--- src/pkg/ivcc_pkg.sv ---
// Constants shared by the serial control port of the regulator.
// Assumes a single 40 MHz clock domain and an active-low asynchronous reset.
`default_nettype none

package ivcc_pkg;

   // ==========================================================
   // Register map
   localparam logic [7:0] ADDR_VOLTAGE = 8'h00;
   localparam logic [7:0] ADDR_CONTROL = 8'h01;

   // ==========================================================
   // Field positions
   localparam int PARITY_BIT = 7;
   localparam int CTL_INTERNAL_BIT = 7;
   localparam int CTL_PROT_MASK_BIT = 4;
   localparam int CTL_LIGHT_LOAD_BIT = 3;
   localparam int CTL_LATCH_OFF_BIT = 0;
   localparam logic [7:0] CTL_WRITE_MASK = 8'h99;

   // ==========================================================
   // Reset values
   localparam logic [6:0] VOLTAGE_CODE_RESET = 7'h32;
   localparam logic [7:0] CONTROL_RESET = 8'h09;

   // ==========================================================
   // Timing
   localparam int CLK_HZ = 40000000;
   localparam int SOFT_START_MS = 4;
   localparam int SOFT_START_CYCLES = CLK_HZ / 1000 * SOFT_START_MS;
   localparam int RESPONSE_SCL_PERIODS = 27;
   localparam int I2C_FAST_HZ = 400000;
   localparam int I2C_STD_HZ = 100000;

   // ==========================================================
   // Serial port states
   typedef enum logic [2:0] {
      IVCC_IDLE = 3'b000,
      IVCC_ADDR = 3'b001,
      IVCC_REG = 3'b010,
      IVCC_WDATA = 3'b011,
      IVCC_RDATA = 3'b100,
      IVCC_ACK = 3'b101,
      IVCC_RACK = 3'b110,
      IVCC_SKIP = 3'b111
   } ivcc_state_t;

endpackage

`default_nettype wire

--- src/rtl/ivcc_port.sv ---
// I2C control port and control state of a voltage-programmable regulator.
// Assumes a 40 MHz clk, open-drain SDA resolved outside, SCL driven by master.
`timescale 1ns/100ps
`default_nettype none

module ivcc_port
#(
   parameter logic [6:0] DEVICE_ADDR = 7'h36,
   parameter int SOFT_START_CYCLES = ivcc_pkg::SOFT_START_CYCLES
)
(
   // Clock and reset
   input wire logic clk,
   input wire logic rst_n,
   // I2C pins
   input wire logic scl_in,
   input wire logic sda_in,
   output logic sda_out,
   output logic sda_oe,
   // Regulator status pins
   input wire logic enable_pin,
   input wire logic supply_ok,
   input wire logic fault,
   // Regulator control outputs
   output logic [6:0] voltage_code,
   output logic use_register_code,
   output logic use_initial_setpoint_pin,
   output logic protection_suspend,
   output logic light_load_select,
   output logic latch_off_mode,
   output logic regulator_on,
   output logic power_ok
);

   logic scl;
   logic sda;
   logic scl_d;
   logic sda_d;
   logic start_cond;
   logic stop_cond;
   logic scl_rise;
   logic scl_fall;
   logic en_lvl;
   logic sup_lvl;
   logic flt_lvl;
   ivcc_pkg::ivcc_state_t state;
   ivcc_pkg::ivcc_state_t ret_state;
   logic [3:0] bit_cnt;
   logic [7:0] shreg;
   logic [7:0] reg_ptr;
   logic read_dir;
   logic ack_now;
   logic [7:0] output_voltage_code;
   logic [7:0] regulator_control;
   logic [7:0] rd_byte;
   logic code_change;
   logic latched_off;
   logic en_prev;
   logic [31:0] ss_cnt;

   // Parity check: bit 7 must be XNOR of the seven code bits.
   function automatic logic parity_ok(input logic [7:0] b);
      parity_ok = (b[ivcc_pkg::PARITY_BIT] == ~^b[6:0]);
   endfunction

   // ==========================================================
   // Input synchronisers
   ivcc_sync #(.RESET_LEVEL(1'b1)) u_scl (.clk(clk), .rst_n(rst_n), .pin(scl_in), .level(scl));
   ivcc_sync #(.RESET_LEVEL(1'b1)) u_sda (.clk(clk), .rst_n(rst_n), .pin(sda_in), .level(sda));
   ivcc_sync #(.RESET_LEVEL(1'b0)) u_en (.clk(clk), .rst_n(rst_n), .pin(enable_pin),
      .level(en_lvl));
   ivcc_sync #(.RESET_LEVEL(1'b0)) u_sup (.clk(clk), .rst_n(rst_n), .pin(supply_ok),
      .level(sup_lvl));
   ivcc_sync #(.RESET_LEVEL(1'b0)) u_flt (.clk(clk), .rst_n(rst_n), .pin(fault),
      .level(flt_lvl));

   // Previous line levels for edge and condition detection.
   always_ff @(posedge clk or negedge rst_n)
   begin
      if (!rst_n)
      begin
         scl_d <= 1'b1;
         sda_d <= 1'b1;
      end
      else
      begin
         scl_d <= scl;
         sda_d <= sda;
      end
   end

   // Bus events; the filtered SCL period is far longer than this path.
   assign start_cond = scl && scl_d && sda_d && !sda;
   assign stop_cond = scl && scl_d && !sda_d && sda;
   assign scl_rise = scl && !scl_d;
   assign scl_fall = !scl && scl_d;

   // Read-back byte selected by the register pointer.
   assign rd_byte = (reg_ptr == ivcc_pkg::ADDR_CONTROL) ? regulator_control
      : output_voltage_code;

   // ==========================================================
   // Serial state machine: bit counting, shifting and ACK decisions.
   always_ff @(posedge clk or negedge rst_n)
   begin
      if (!rst_n)
      begin
         state <= ivcc_pkg::IVCC_IDLE;
         ret_state <= ivcc_pkg::IVCC_IDLE;
         bit_cnt <= 4'h0;
         shreg <= 8'h00;
         reg_ptr <= 8'h00;
         read_dir <= 1'b0;
         ack_now <= 1'b0;
      end
      else if (!en_lvl || stop_cond)
      begin
         state <= ivcc_pkg::IVCC_IDLE;
         ack_now <= 1'b0;
      end
      else if (start_cond)
      begin
         state <= ivcc_pkg::IVCC_ADDR;
         bit_cnt <= 4'h0;
         ack_now <= 1'b0;
      end
      else if (scl_rise && state != ivcc_pkg::IVCC_IDLE && state != ivcc_pkg::IVCC_SKIP
         && bit_cnt != 4'h8)
      begin
         shreg <= (state == ivcc_pkg::IVCC_RDATA) ? shreg : {shreg[6:0], sda};
         bit_cnt <= bit_cnt + 4'h1;
      end
      else if (scl_fall)
      begin
         case (state)
            ivcc_pkg::IVCC_ADDR:
            begin
               if (bit_cnt == 4'h8)
               begin
                  if (shreg[7:1] == DEVICE_ADDR)
                  begin
                     read_dir <= shreg[0];
                     ack_now <= 1'b1;
                     state <= ivcc_pkg::IVCC_ACK;
                     ret_state <= shreg[0] ? ivcc_pkg::IVCC_RDATA : ivcc_pkg::IVCC_REG;
                     shreg <= rd_byte;
                  end
                  else
                     state <= ivcc_pkg::IVCC_SKIP;
               end
            end
            ivcc_pkg::IVCC_REG:
            begin
               if (bit_cnt == 4'h8)
               begin
                  reg_ptr <= shreg;
                  ack_now <= 1'b1;
                  state <= ivcc_pkg::IVCC_ACK;
                  ret_state <= ivcc_pkg::IVCC_WDATA;
               end
            end
            ivcc_pkg::IVCC_WDATA:
            begin
               if (bit_cnt == 4'h8)
               begin
                  // Voltage bytes must pass parity; unknown pointers are refused.
                  if ((reg_ptr == ivcc_pkg::ADDR_VOLTAGE && parity_ok(shreg))
                     || reg_ptr == ivcc_pkg::ADDR_CONTROL)
                  begin
                     ack_now <= 1'b1;
                     state <= ivcc_pkg::IVCC_ACK;
                     ret_state <= ivcc_pkg::IVCC_SKIP;
                  end
                  else
                     state <= ivcc_pkg::IVCC_SKIP;
               end
            end
            ivcc_pkg::IVCC_ACK:
            begin
               ack_now <= 1'b0;
               bit_cnt <= 4'h0;
               state <= ret_state;
            end
            ivcc_pkg::IVCC_RDATA:
            begin
               if (bit_cnt == 4'h8)
               begin
                  state <= ivcc_pkg::IVCC_RACK;
                  bit_cnt <= 4'h0;
               end
            end
            ivcc_pkg::IVCC_RACK:
               state <= ivcc_pkg::IVCC_SKIP;
            default:
               state <= state;
         endcase
      end
   end

   // SDA drive: ACK low, or the read byte MSB first, changed on SCL low.
   always_ff @(posedge clk or negedge rst_n)
   begin
      if (!rst_n)
         sda_oe <= 1'b0;
      else if (state == ivcc_pkg::IVCC_RDATA && scl)
         sda_oe <= sda_oe; // Hold the read bit while SCL is high.
      else if (state == ivcc_pkg::IVCC_RDATA && bit_cnt != 4'h8)
         sda_oe <= !shreg[7 - bit_cnt[2:0]];
      else
         sda_oe <= ack_now;
   end

   // Open-drain: the data value driven is always low.
   always_ff @(posedge clk or negedge rst_n)
   begin
      if (!rst_n)
         sda_out <= 1'b1;
      else
         sda_out <= 1'b0;
   end

   // ==========================================================
   // Register writes at the data ACK, well inside 27 SCL periods.
   always_ff @(posedge clk or negedge rst_n)
   begin
      if (!rst_n)
      begin
         output_voltage_code <= {1'b1, ivcc_pkg::VOLTAGE_CODE_RESET};
         regulator_control <= ivcc_pkg::CONTROL_RESET;
         code_change <= 1'b0;
      end
      else
      begin
         code_change <= 1'b0;
         if (scl_fall && state == ivcc_pkg::IVCC_WDATA && bit_cnt == 4'h8)
         begin
            if (reg_ptr == ivcc_pkg::ADDR_VOLTAGE && parity_ok(shreg))
            begin
               output_voltage_code <= shreg;
               code_change <= 1'b1;
            end
            else if (reg_ptr == ivcc_pkg::ADDR_CONTROL)
               regulator_control <= shreg & ivcc_pkg::CTL_WRITE_MASK;
         end
      end
   end

   // ==========================================================
   // Enable, soft start, fault latch and power-ok.
   always_ff @(posedge clk or negedge rst_n)
   begin
      if (!rst_n)
      begin
         en_prev <= 1'b0;
         latched_off <= 1'b0;
      end
      else
      begin
         en_prev <= en_lvl;
         // A fault still present at the enable edge keeps the latch set.
         if (flt_lvl && regulator_control[ivcc_pkg::CTL_LATCH_OFF_BIT]
            && !protection_suspend)
            latched_off <= 1'b1;
         else if (en_lvl && !en_prev)
            latched_off <= 1'b0;
      end
   end

   // Soft-start counter runs while supply and enable are good and the fault latch is clear.
   always_ff @(posedge clk or negedge rst_n)
   begin
      if (!rst_n)
         ss_cnt <= 32'h0;
      else if (!(en_lvl && sup_lvl) || latched_off)
         ss_cnt <= 32'h0;
      else if (ss_cnt < SOFT_START_CYCLES)
         ss_cnt <= ss_cnt + 32'h1;
   end

   // Registered control outputs.
   always_ff @(posedge clk or negedge rst_n)
   begin
      if (!rst_n)
      begin
         voltage_code <= ivcc_pkg::VOLTAGE_CODE_RESET;
         use_register_code <= 1'b0;
         use_initial_setpoint_pin <= 1'b1;
         protection_suspend <= 1'b0;
         light_load_select <= 1'b1;
         latch_off_mode <= 1'b1;
         regulator_on <= 1'b0;
         power_ok <= 1'b0;
      end
      else
      begin
         voltage_code <= output_voltage_code[6:0];
         use_register_code <= regulator_control[ivcc_pkg::CTL_INTERNAL_BIT];
         use_initial_setpoint_pin <= !regulator_control[ivcc_pkg::CTL_INTERNAL_BIT];
         protection_suspend <= code_change
            && regulator_control[ivcc_pkg::CTL_PROT_MASK_BIT];
         light_load_select <= regulator_control[ivcc_pkg::CTL_LIGHT_LOAD_BIT];
         latch_off_mode <= regulator_control[ivcc_pkg::CTL_LATCH_OFF_BIT];
         regulator_on <= en_lvl && sup_lvl && !latched_off
            && !(flt_lvl && !protection_suspend);
         power_ok <= (ss_cnt >= SOFT_START_CYCLES) && !flt_lvl;
      end
   end

endmodule

`default_nettype wire

--- src/rtl/ivcc_sync.sv ---
// Three-stage synchroniser with agreement filter for one pin.
// Assumes the pin is asynchronous to clk.
`timescale 1ns/100ps
`default_nettype none

module ivcc_sync
#(
   parameter logic RESET_LEVEL = 1'b1
)
(
   // Clock and reset
   input wire logic clk,
   input wire logic rst_n,
   // Pin and filtered level
   input wire logic pin,
   output logic level
);

   logic [2:0] stage;

   // ==========================================================
   // Shift the pin through three flops.
   always_ff @(posedge clk or negedge rst_n)
   begin
      if (!rst_n)
         stage <= {3{RESET_LEVEL}};
      else
         stage <= {stage[1:0], pin};
   end

   // A change counts once the second and third flops agree.
   always_ff @(posedge clk or negedge rst_n)
   begin
      if (!rst_n)
         level <= RESET_LEVEL;
      else if (stage[1] == stage[2])
         level <= stage[2];
   end

endmodule

`default_nettype wire

--- config.mk ---
export PLATFORM = sky130hd
export DESIGN_NAME = ivcc_port
export DESIGN_NICKNAME = d
export VERILOG_FILES = /design/src/pkg/ivcc_pkg.sv /design/src/rtl/ivcc_port.sv /design/src/rtl/ivcc_sync.sv
export SDC_FILE = /design/constraint.sdc
export NUM_CORES = 1
export LEC_CHECK = 0
export BUFFER_PORTS_ARGS = -buffer_cell sky130_fd_sc_hd__buf_4
export CAP_MARGIN = 20
export CORE_AREA = 2 2 113 115
export CTS_CLUSTER_DIAMETER = 100
export DETAILED_ROUTE_END_ITERATION = 10
export DIE_AREA = 0 0 115 117
export PLACE_DENSITY = 0.63
export SLEW_MARGIN = 20
export SYNTH_ARGS = -nofsm -noshare
export SYNTH_HDL_FRONTEND = slang
export SYNTH_SLANG_ARGS = --single-unit
--- constraint.sdc ---
create_clock -name clk -period 3.5 [get_ports clk]
set_input_delay 0.7 -clock clk [delete_from_list [all_inputs] [get_ports clk]]
set_output_delay 0.7 -clock clk [all_outputs]
set_load 0.05 [all_outputs]
# Word level (Yosys, flattened, before mapping)
# Index checks and enable logic that the tools add are counted.
# W data, S select, Z words.
[totals] regBits=112 input_bits=7 out_inout_bits=16 word_cells=187
[classes] addsub=3 n_lt_le_gt_ge=3 eq_ne=31 muxes=49 bitwise_logic=4 reduce_logical=63
[op_table] op="$mux W32" count=2
[op_table] op="$mux W8" count=7
[op_table] op="$mux W3" count=14
[op_table] op="$add A32 B1 Y32 const B" count=1
[op_table] op="$ge A32 B18 Y1 const B" count=1
[op_table] op="$lt A32 B18 Y1 const B" count=1
[op_table] op="$lt A32 B4 Y1 const B" count=1
[op_table] op="$logic_and A1 B1 Y1" count=24
[op_table] op="$ne A4 B4 Y1 const B" count=5
[op_table] op="$pmux W3 S6" count=1
[op_table] op="$mux W4" count=4
[op_table] op="$mux W1" count=15
[op_table] op="$reduce_and A7 Y1" count=2
[op_table] op="$logic_not A1 Y1" count=13
[op_table] op="$ne A4 B3 Y1 const B" count=3
[op_table] op="$reduce_bool A2 Y1" count=6
[op_table] op="$reduce_bool A3 Y1" count=4
[op_table] op="$ne A2 B2 Y1 const B" count=5
[op_table] op="$reduce_and A10 Y1" count=1
[op_table] op="$eq A3 B3 Y1 const B" count=3
[op_table] op="$pmux W3 S3" count=1
[op_table] op="$eq A8 B1 Y1 const B" count=1
[op_table] op="$logic_not A8 Y1" count=1
[op_table] op="$pmux W4 S2" count=1
[op_table] op="other kinds (23)" count=36

# Logic depth before layout (Yosys ltp)
# Gate-level depths: netlist (run 1).
[depth] ltp_word=11 mapped_depth=9 ltp_nobuf=7

# Cells and area by module
# A second synthesis (run 1) with hierarchy kept.
[hier_totals] cells_unflattened=406 hier_area_um2=4837.1
[modules_own_cells] module="ivcc_port" n_inst=1 cells_per_inst=381 area_each_um2=4270.3 seq_area_each_um2=2321.0
[modules_own_cells] module="ivcc_sync at u_en ..." n_inst=3 cells_per_inst=5 area_each_um2=111.4 seq_area_each_um2=100.1
[modules_own_cells] module="ivcc_sync at u_scl ..." n_inst=2 cells_per_inst=5 area_each_um2=116.4 seq_area_each_um2=105.1

# Least setup slack after synthesis (run 1)
# Ideal clock, no wire load.
[synth_path] path_type="register to register" startpoint="register bit_cnt[0]" endpoint="register output_voltage_code[0]" setup_ns=0.125 arrival_time_ns=2.096 t_required_ns=3.375 path_slack_ns=1.279 path_stages_with_launch=8 path_buffers=0 period_less_slack_ns=2.221 cell_sequence="dfrtp_1 -> inv_1 -> ha_1 -> nand3b_1 -> nor3_1 -> nand3_1 -> nor4_4 -> mux2_2"
[synth_via] elab_chain_cells=3
[synth_lines] item="start: declaration" line="ivcc_port.sv:48" source="logic [3:0] bit_cnt;"
[synth_lines] item="start signal: assignment" line="ivcc_port.sv:131" source="bit_cnt <= bit_cnt + 4'h1;"
[synth_lines] item="$eq A4 B4 Y1" line="ivcc_port.sv:235" source="if (scl_fall && state == ivcc_pkg::IVCC_WDATA && bit_cnt == 4'h8)"
[synth_lines] item="$logic_and A1 B1 Y1" line="ivcc_port.sv:235"
[synth_lines] item="$reduce_and A2 Y1 (no source line)"
[synth_lines] item="end signal: assignment" line="ivcc_port.sv:228" source="output_voltage_code <= {1'b1, ivcc_pkg::VOLTAGE_CODE_RESET};"
[synth_lines] item="end signal: assignment" line="ivcc_port.sv:239" source="output_voltage_code <= shreg;"
[synth_lines] item="end: declaration" line="ivcc_port.sv:53" source="logic [7:0] output_voltage_code;"
# No other way between the ends.
# A chain may end at the register's enable or synchronous reset.

# Final worst setup path (run 1)
[layout_path] startpoint="register bit_cnt[0]" endpoint="register shreg[7]"
[layout_via] elab_chain_cells=4 elab_cells_between_ends=10 cone_classes="eq/ne (3); mux (1); reduce/logical (6)"
[layout_lines] item="$ne A4 B4 Y1" line="ivcc_port.sv:128" source="&& bit_cnt != 4'h8)"
[layout_lines] item="$logic_and A1 B1 Y1" line="ivcc_port.sv:128"
[layout_lines] item="$ne A2 B2 Y1 (no source line) or $reduce_bool A2 Y1 (tied branches)"
[layout_lines] item="$reduce_and A7 Y1 (no source line)"
[layout_lines] item="end signal: assignment" line="ivcc_port.sv:130" source="shreg <= (state == ivcc_pkg::IVCC_RDATA) ? shreg : {shreg[6:0], sda};"
[layout_lines] item="end signal: assignment" line="ivcc_port.sv:146" source="shreg <= rd_byte;"
[layout_lines] item="end: declaration" line="ivcc_port.sv:49" source="logic [7:0] shreg;"
# Several ways; a longest one is shown, not always the timed one.

==> metrics.yaml, run 1 <==
crit_type: "flip-flop to flip-flop"
overflow: 0
final_core_util_pct: 44.38
syn_avg_cell_area_um2: 12.08
p_int_uw: 2088
crit_path_end_kind: "flip-flop"
clockRootBuffer: "clkbuf_16"
grt_util_met3_pct: 4.274
place_congestion: 0.8457
synthTopCellsByArea: "dfrtp_1 46%, dfstp_2 13%, mux2_2 7.0%, xnor2_1 2.7%, and2_1 2.5%"
synth_top_area_cell: "dfrtp_1"
ir_drop_v: 0.0002613
cts.sinks: 112
tightest_slew_ns: 0.8090
antenna_found_initial: 0
num-nets-final: 432
insertedDiodeCount: 0
synth_common_cells: "89 x dfrtp_1, 30 x mux2_2, 29 x nor2_1"
p_sw_uw: 748.6
use_met2_pct: 24.47
postCtsSetupBuffers: 0
syn_area_um2: 4833
p_leak_uw: 0.002450
drt_iter0_markers: 282
clock_skew_ns: 0.006867
crit_chain: "inv_1 -> ha_1 -> nand3b_1 -> and4_1 -> a41oi_1 -> nor3_2 -> mux2_2"
cp-start-kind: "flip-flop"
core_area_um2: 12310
numCtsBuffers: 9
grt_max_degree: 66
grt_pass1_wl_mm: 15.74
cts_tree: "done"
first_pass_iters: 5
totalWireLength_mm: 9.194
setup_tns_ns: 0
synth_cell_type_count: 53
power_density_nw_per_um2: 519.1
relSlewSlack_pct: 46.07
post_drt_wl_per_cell_um: 15.96
cts_hold_buf: 0
finalSetupViolations: 0
rsz0062_at_grt: "false"
comb_power_share_pct: 11.8
clk-insertion-delay-late_ns: 0.34
grt_use_total_pct: 14.98
yosys_warnings: 0
die_x_um: 115
synth_edf_count: 0
io_pins: 23
area_growth_pct: 13.05
numPlacedInstances: 560
viasPerCell: 5.490
cap_violations: 0
core.rowCount: 41
layout.cells.non_filler: 576
crit_required_ns: 3.73
cp_slowest_stage_delay_ns: 0.56
yosysMostFrequentCell: "dfrtp_1"
drv_slew: 0
cts_resized: 0
yosysSeqAreaShare_pct: 58.58
post-route-min-period_ns: 2.696
htreeDepth: 3
synth_top_area_share_pct: 46.08
status: "finished clean"
grt_pass1_vias: 3175
finalCritPeriodShare_pct: 77.02
place_ws_ns: 0.8071
drive_gt1_share_pct: 25.35
synthCells: 400
numPortBuffers: 22
ys_ff_latch: 112
power_frac_clock_pct: 36.7
start_util_pct: 39.26
synth-main-ff-cell: "dfrtp_1"
timing.fmax_mhz: 371.0
arrival_ns: 2.92
worst_slack_ns: 0.8043
pwr-share-seq_pct: 51.5
syn_nets: 411
chipHeight_um: 117
busiest_layer: "met2"
netSwitchingFraction_pct: 26.39
min_path_type: "flip-flop to flip-flop"
use_met1_pct: 19.79
hold_viol: 0
drtAntennaViolNets: 0
cp_slowest_cell: "nor3_2"
synthArstFlopShare_pct: 100.0
dieArea_um2: 13460
path_clk_slew_ns: 0.07
clk_path_buf_depth: 2
dr_total_vias: 3162
cp_max_fo: 14
drc: 0
place_hpwl_mm: 6.240
-- logic make-up (layout without fill, tap and decap cells) --
family                   count (synthesis)  in the layout  synth area share [%]
buffers and inverters                   26             52                 2.071
other                                    1              1               0.07759
XOR/XNOR                                16             16                 2.899
AO/OA/AOI/OAI                           66             66                 9.863
multiplexers                            41             41                 9.785
flip-flops                             112            112                 58.58
AND/OR/NAND/NOR                        129            129                 14.65
adder cells (fa/ha/maj)                  9              9                 2.071
-- worst paths after layout --
path	from	end	slack, ns	cells after the start
min in group asynchronous	rst_n	ss_cnt[14]	0.43	1
worst max register to register	bit_cnt[0]	shreg[7]	0.80	7
max in group asynchronous	rst_n	light_load_select	2.24	2
worst min-delay path	u_sup.stage[0]	u_sup.stage[1]	0.35	0
worst min register to register	u_sup.stage[0]	u_sup.stage[1]	0.35	0
worst max-delay path	bit_cnt[0]	shreg[7]	0.80	7
-- registers in the layout, summed over array words and instances, names as in the netlist, 4 cells and up --
register             count
regulator_control        4
reg_ptr                  8
voltage_code             7
output_voltage_code      8
shreg                    8
bit_cnt                  4
ss_cnt                  32
-- power groups by stage --
stage          logic [µW]  clock network [µW]  registers, µW
3_3_place_gp          330                   0           1480
6_report              334                1040           1460
2_1_floorplan         268                   0           1440
3_5_place_dp          337                   0           1480
4_1_cts               337                1080           1460
5_1_grt               374                1130           1470
-- worst max-delay path: cells and delay by family (launching register included) --
kind | cells | cell delay [ns]
buf+inv | 1 | 0.09
flops | 1 | 0.46
compound gates | 1 | 0.11
mux | 1 | 0.41
fa+ha+maj | 1 | 0.20
simple gates | 3 | 1.31
-- placed cells by master, fill, tap and decap left out, types with 8 or more instances in the layout --
cell	Yosys	final
and2_1	19	19
mux2_2	30	30
inv_1	13	13
nand3_1	13	13
dfrtp_1	89	89
mux2i_1	9	9
buf_4	0	22
clkbuf_16	0	9
nand2_1	21	21
nor4_1	8	8
dfstp_2	23	23
a21oi_1	11	11
nor2_1	29	28
xnor2_1	15	15
o21ai_0	11	11
-- per-layer routing --
layer	share of wire (%)	vias up	wire [µm]
li1	-	1476	-
met5	0	-	0
met2	48	62	4453
met3	3.9	12	355
met4	1.4	0	127
met1	46	1612	4258
-- final cells by class --
type,instances,area (µm²)
Fill cell,1173,6848
Sequential cell,112,2831
Multi-Input combinational cell,262,1904
Clock buffer,11,252.7
Tap cell,150,187.7
Timing Repair Buffer,23,185.2
Clock inverter,5,53.80
Inverter,13,48.80
-- through the flow --
step | hold WS (ns) | cell area, µm² | power [µW]
3_5_place_dp | 0.3358 | 5155 | 1818
4_1_cts | 0.3534 | 5461 | 2870
6_report | 0.3489 | 5464 | 2836
2_1_floorplan | 0.3312 | 4833 | 1708
3_3_place_gp | 0.3385 | 5155 | 1809
5_1_grt | 0.3621 | 5464 | 2977
No activity file was read; power rests on OpenSTA's default activity.
==> run 2, diff against run 1 <==
--- a/config.mk
+++ b/config.mk
@@ -5,12 +5,13 @@
 export SDC_FILE = /design/constraint.sdc
 export NUM_CORES = 1
 export LEC_CHECK = 0
+export ABC_AREA = 1
 export BUFFER_PORTS_ARGS = -buffer_cell sky130_fd_sc_hd__buf_4
 export CAP_MARGIN = 20
-export CORE_AREA = 2 2 113 115
+export CORE_AREA = 2 2 117 119
 export CTS_CLUSTER_DIAMETER = 100
 export DETAILED_ROUTE_END_ITERATION = 10
-export DIE_AREA = 0 0 115 117
+export DIE_AREA = 0 0 119 121
 export PLACE_DENSITY = 0.63
 export SLEW_MARGIN = 20
 export SYNTH_ARGS = -nofsm -noshare
==> constraint.sdc (replaced) <==
create_clock -name clk -period 2.82 [get_ports clk]
set_input_delay 0.564 -clock clk [delete_from_list [all_inputs] [get_ports clk]]
set_output_delay 0.564 -clock clk [all_outputs]
set_load 0.05 [all_outputs]
==> run 2 against run 1 <==
Effect of this change: routed wire length grew 10%; clock power grew 18%; core utilization shrank 0.16 points; final cell count grew 33%; synthesized area grew 7.3%; worst hold slack lost 0.17 ns; clock skew grew 0.0040 ns; total power grew 37%; die area grew 7.0%; via count grew 17%; critical path type unchanged.
==> metrics.yaml, run 2 <==
fin_area_um2: 5787  # +5.9%
crit_required_ns: 3.05  # -0.68 ns
drive_gt1_share_pct: 21.02  # -4.3 points
synth_edf_count: 0  # unchanged
crit_type: "flip-flop to flip-flop"
cp-startpoint: "bit_cnt[0]"
yosysSeqAreaShare_pct: 54.60  # -4.0 points
rr_worst_depth: 11  # +4
clk-insertion-delay-late_ns: 0.35  # about the same
postCtsSetupBuffers: 0  # unchanged
htreeDepth: 3  # unchanged
status: "finished clean"
clockRootBuffer: "clkbuf_16"
synth_compound_area_share_pct: 10.42  # +0.56 points
cp-start-kind: "flip-flop"
final_core_util_pct: 44.22  # -0.16 points
placed_cell_area_um2: 5500  # +6.7%
min_path_type: "input port to async pin"
hold_viol: 0  # unchanged
dr_total_vias: 3698  # +17%
drv_slew: 0  # unchanged
synth_top_area_cell: "dfrtp_1"
path_clk_slew_ns: 0.07  # about the same
drc: 0  # unchanged
power_density_nw_per_um2: 670.6  # +29%
synth_fa_ha_area_share_pct: 1.930  # -0.14 points
viasPerCell: 4.828  # -12%
core_area_um2: 13090  # +6.3%
ir_drop_v: 0.0002823  # +8.0%
worst_slack_ns: 0.7422  # -0.06210 ns
start_util_pct: 39.63  # +0.38 points
finalCritPeriodShare_pct: 73.68  # -3.3 points
synth-main-ff-cell: "dfrtp_1"
antenna_found_initial: 0  # unchanged
largest_reg_flops: 32  # unchanged
drt_iter0_markers: 292  # +3.5%
grt_max_degree: 59  # -11%
dieArea_um2: 14400  # +7.0%
grt_use_total_pct: 15.19  # +0.21 points
num-nets-final: 596  # +38%
rr_startpoint: "bit_cnt[0]"
area_growth_pct: 11.58
clk_path_buf_depth: 2  # unchanged
syn_avg_cell_area_um2: 9.212  # -24%
totalWireLength_mm: 10.14  # +10%
cts_resized: 0  # unchanged
cap_violations: 0  # unchanged
timing.fmax_mhz: 481.3  # +30%
final_common_cell: "nand2_1"
place_congestion: 0.8863  # +4.8%
whs_ns: 0.1795  # -0.1694 ns
post-route-min-period_ns: 2.078  # -0.6179 ns
clock_skew_ns: 0.01083  # +0.003965 ns
grt_pass1_vias: 3576  # +13%
finalSetupViolations: 0  # unchanged
overflow: 0  # unchanged
synth_cell_type_count: 38  # -28%
synth_top_area_share_pct: 42.94  # -3.1 points
setup_tns_ns: 0  # unchanged
synthXorXnorAreaFrac_pct: 2.871  # -0.028 points
regMostFlops: "ss_cnt"
syn_nets: 574  # +40%
chipHeight_um: 121  # +3.4%
synthArstFlopShare_pct: 100.0  # unchanged
yosys.area_share.simple_pct: 23.14  # +8.5 points
cp_max_fo: 16  # +2
cts.sinks: 112  # unchanged
yosys_warnings: 0  # unchanged
cts_tree: "done"
grt_pass1_wl_mm: 17.39  # +10%
synth.area.mux_share_pct: 0  # -9.8 points
synth_common_cells: "117 x nand2_1, 89 x dfrtp_1, 58 x inv_1"
place_ws_ns: 0.7678  # -0.03924 ns
fillers: 1259  # +7.3%
arrival_ns: 2.31  # -0.61 ns
cts_hold_buf: 0  # unchanged
p_leak_uw: 0.002562  # +4.6%
post_drt_wl_per_cell_um: 13.24  # -17%
die_x_um: 119  # +3.5%
synthCells: 563  # +41%
io_pins: 23  # unchanged
insertedDiodeCount: 0  # unchanged
most-common-layout-cells: "117 x nand2_1, 89 x dfrtp_1, 58 x inv_1"
ys_ff_latch: 112  # unchanged
numCtsBuffers: 9  # unchanged
numPortBuffers: 22  # unchanged
crit_path_end_kind: "flip-flop"
relSlewSlack_pct: 64.76  # +19 points
synthTopCellsByArea: "dfrtp_1 43%, dfstp_2 12%, nand2_1 8.5%, inv_1 4.2%, nor2_1 4.0%"
tightest_slew_ns: 0.5267  # -0.2823 ns
rsz0062_at_grt: "false"
synth_top_family_by_area: "simple AND/OR/NAND/NOR gates"
place_hpwl_mm: 7.076  # +13%
core.rowCount: 42  # +2.4%
yosysMostFrequentCell: "nand2_1"
drtAntennaViolNets: 0  # unchanged
syn_area_um2: 5186  # +7.3%
first_pass_iters: 5  # unchanged
## run 2: cell types whose count changed in the layout (fill, tap and decap cells not counted), sizes merged, moves of 15 or more
cell	previous run	this run
mux2	30	0
and2	19	0
o21ai	13	65
xor2	1	17
nor2	30	58
nand3	13	38
xnor2	15	0
inv	14	72
nand2	21	132
## run 2: cell families (layout without fill, tap and decap cells)
kind of cell | after synthesis | in the layout
compound gates | 85 | 85
xor+xnor | 17 | 17
fa+ha+maj | 9 | 9
buf+inv | 82 | 109
flops | 112 | 112
other cells | 1 | 1
simple gates | 257 | 257
## run 2: layer usage
| metal | global-route usage [%] | share of wire (%) |
|---|---|---|
| met2 | 23.13 | 45 |
| met3 | 3.102 | 2.8 |
| met1 | 21.16 | 50 |
| met5 | 0 | 0 |
| met4 | 6.399 | 2.0 |
## run 2: final cells by class
| type | count | area, µm² | share of cell area, % |
|---|---|---|---|
| Tap cell | 176 | 220.2 | 3.805 |
| Clock buffer | 9 | 225.2 | 3.892 |
| Clock inverter | 7 | 61.31 | 1.059 |
| Inverter | 68 | 255.2 | 4.411 |
| Sequential cell | 112 | 2831 | 48.93 |
| Timing Repair Buffer | 25 | 200.2 | 3.459 |
| Multi-Input combinational cell | 369 | 1993 | 34.44 |
## run 2: worst max-delay path, cell delays in order, from the launching register on
cell and delay, ns:
dfrtp_1 0.47, inv_1 0.16, ha_1 0.18, nand3_2 0.10, inv_2 0.08, nor2_1 0.05, nand2_2 0.20, nand2_2 0.11
nor3_2 0.13, nand2_2 0.25, nand2_1 0.16, o21ai_2 0.06
## run 2: per-stage QoR
| step | total power (µW) | instances |
|---|---|---|
| finish | 3880 | 766 |
| global route | 4111 | 766 |
| CTS | 3924 | 766 |
| detailed placement | 2677 | 750 |
| global placement | 2658 | 750 |
| floorplan | 2478 | 563 |
## run 2: path summary, 6_finish.rpt
kind | end | slack [ns]
max in group asynchronous | voltage_code[5] | 1.92
min reg2reg | u_sup.stage[1] | 0.36
max reg2reg | reg_ptr[1] | 0.74
max | reg_ptr[1] | 0.74
min in group clk | u_sda.stage[0] | 0.31
min | ss_cnt[9] | 0.18
## run 2: where the power goes
| part | total, µW | switching, µW | leakage (µW) | internal, µW |
|---|---|---|---|---|
| clock network | 1230 | 614 | 0.000140 | 619 |
| logic | 812 | 569 | 0.000979 | 243 |
| registers | 1840 | 125 | 0.00144 | 1710 |
| total | 3880 | 1310 | 0.00256 | 2570 |
==> run 3, diff against run 2 <==
--- a/config.mk
+++ b/config.mk
@@ -12,7 +12,7 @@
 export CTS_CLUSTER_DIAMETER = 100
 export DETAILED_ROUTE_END_ITERATION = 10
 export DIE_AREA = 0 0 119 121
-export PLACE_DENSITY = 0.63
+export PLACE_DENSITY = 0.65
 export SLEW_MARGIN = 20
 export SYNTH_ARGS = -nofsm -noshare
 export SYNTH_HDL_FRONTEND = slang
==> constraint.sdc (replaced) <==
create_clock -name clk -period 1.7 [get_ports clk]
set_input_delay 0.34 -clock clk [delete_from_list [all_inputs] [get_ports clk]]
set_output_delay 0.34 -clock clk [all_outputs]
set_load 0.05 [all_outputs]
==> run 3 against run 2 <==
Effect of this change: register-to-register slack got worse by 0.73 ns; maximum frequency grew 23%; flip-flop and latch count unchanged; combinational power increased by 140%; total power increased by 79%; global-route usage rose by 0.77 points; first-iteration DRC count rose by 52%; sequential power is 64% higher; clock skew decreased by 0.00082 ns; worst hold slack worse by 0.089 ns; critical path type unchanged; highest routed layer unchanged.
==> metrics.yaml, run 3 (synthesis results as in run 2) <==
rr_startpoint: "ss_cnt[29]"
clk_path_buf_depth: 2  # unchanged
regMostFlops: "ss_cnt"
die_x_um: 119  # unchanged
path_delay_family: "simple AND/OR/NAND/NOR gates"
core_area_um2: 13090  # unchanged
status: "finished clean"
chipHeight_um: 121  # unchanged
largest_reg_flops: 32  # unchanged
numCtsBuffers: 9  # unchanged
cp-start-kind: "flip-flop"
path_clk_slew_ns: 0.07  # about the same
first_pass_iters: 6  # +1
crit_type: "flip-flop to flip-flop"
cts.sinks: 112  # unchanged
insertedDiodeCount: 0  # unchanged
num-nets-final: 641  # +7.6%
start_util_pct: 39.63  # unchanged
crit_chain: "nor4_2 -> nand2_1 -> nor3_4 -> nand2_2 -> nand2_4 -> clkbuf_16 -> o21ai_0"
hold_depth: 1
power_density_nw_per_um2: 1065  # +59%
tightest_slew_ns: 0.5925  # +0.06575 ns
grt_use_total_pct: 15.97  # +0.77 points
worst-path-buf-inv: 1  # -1
area_growth_pct: 25.52
finalSetupViolations: 0  # unchanged
total_power_uw: 6931  # +79%
setup_tns_ns: 0  # unchanged
min_from: "supply_ok"
rsz0062_at_grt: "true"
clockRootBuffer: "clkbuf_16"
finalCritPeriodShare_pct: 98.99  # +25 points
p_leak_uw: 0.002930  # +14%
min_path_type: "input port to flip-flop"
htreeDepth: 3  # unchanged
final_common_cell: "nand2_1"
drt_iter0_markers: 443  # +52%
cp_max_fo: 15  # -1
grt_max_degree: 36  # -39%
viasPerCell: 4.982  # +3.2%
timing.fmax_mhz: 594.3  # +23%
cp_slowest_cell: "dfrtp_1"
numPortBuffers: 22  # unchanged
crit_required_ns: 1.94  # -1.11 ns
cp.depth: 7  # -4
place_congestion: 0.8734  # -1.5%
most-common-layout-cells: "98 x nand2_1, 85 x dfrtp_1, 60 x buf_4"
grt_pass1_wl_mm: 18.31  # +5.3%
arrival_ns: 1.92  # -0.39 ns
drv_slew: 0  # unchanged
drive_gt1_share_pct: 34.80  # +14 points
min_to: "u_sup.stage[0]"
clk-insertion-delay-late_ns: 0.36  # about the same
cap_violations: 0  # unchanged
io_pins: 23  # unchanged
hold_viol: 0  # unchanged
dr_total_vias: 4040  # +9.2%
drtAntennaViolNets: 0  # unchanged
rr_worst_depth: 7  # -4
post-route-min-period_ns: 1.683  # -0.3950 ns
relSlewSlack_pct: 60.20  # -4.6 points
antenna_found_initial: 0  # unchanged
totalWireLength_mm: 11.51  # +14%
r2r_slack_ns: 0.02  # -0.73 ns
cp_slowest_stage_delay_ns: 0.39  # -0.08 ns
dieArea_um2: 14400  # unchanged
place_hpwl_mm: 7.667  # +8.4%
core.rowCount: 42  # unchanged
clock_skew_ns: 0.01001  # -0.0008173 ns
ir_drop_v: 0.0005176  # +83%
drc: 0  # unchanged
crit_path_end_kind: "flip-flop"
post_drt_wl_per_cell_um: 14.20  # +7.2%
overflow: 0  # unchanged
rr_endpoint: "ss_cnt[10]"
grt_pass1_vias: 3758  # +5.1%
cts_tree: "done"
## run 3: cell types whose count changed in the layout (fill, tap and decap cells not counted), moves of 8 or more
cell and change:
buf_4 +36, nand2_4 +8, o21ai_0 -9, nand2_1 -19, nand3_1 -8, nand2_2 +12
## run 3: power by group
part	internal (µW)	leakage (µW)	switching, µW
clock	1010	0.000137	980
combinational	724	0.00136	1190
sequential	2850	0.00144	170
## run 3: cell type report
cell class / instances / area [µm²]
multi-input cells: 370 / 2283
flip-flops and latches: 112 / 2836
inverters: 68 / 265.3
well taps: 176 / 220.2
repair buffers: 69 / 630.6
fillers: 1138 / 6575
clock inverters: 5 / 41.29
clock buffers: 11 / 232.7
## run 3: worst reg2reg max path: stages (launching register included)
cell       delay [ns]
dfrtp_1          0.39
nor4_2           0.27
nand2_1          0.13
nor3_4           0.25
nand2_2          0.12
nand2_4          0.13
clkbuf_16        0.19
o21ai_0          0.08
## run 3: what timing repair did
action,in CTS,in global routing
endpoints found under the hold margin,20,0
gates resized for setup,3,81
pin swaps,1,21
hold buffers,1,0
gates cloned,0,3
setup endpoints to repair,9,61
buffers inserted,1,7
## run 3: routing by layer
layer | GRT usage, % | vias to the layer above | part of all wire (%)
met4 | 4.985 | 0 | 1.5
met2 | 25.65 | 108 | 50
met3 | 3.806 | 16 | 4.7
li1 | - | 1955 | -
met5 | 0 | - | 0
met1 | 21.45 | 1961 | 43
## run 3: worst max-delay path by stage
stage | startpoint | endpoint
detailed placement | u_scl.level | reg_ptr[4]
finish | ss_cnt[29] | ss_cnt[10]
floorplan | bit_cnt[0] | ret_state[0]
global route | scl_d | ret_state[1]
global placement | u_scl.level | reg_ptr[2]
CTS | scl_d | ret_state[0]
## run 3: stage by stage
stage | hold WS, ns | instances | cell area (µm²) | setup WS, ns | utilization [%]
detailed placement | 0.2895 | 783 | 5813 | -0.04638 | 44.43
global route | 0.07671 | 811 | 6510 | -0.08974 | 49.75
CTS | 0.07834 | 801 | 6127 | 0.001897 | 46.83
global placement | 0.2784 | 783 | 5813 | 0.02842 | 44.43
floorplan | 0.04441 | 563 | 5211 | 0.006294 | -
finish | 0.09092 | 811 | 6510 | 0.01724 | 49.75
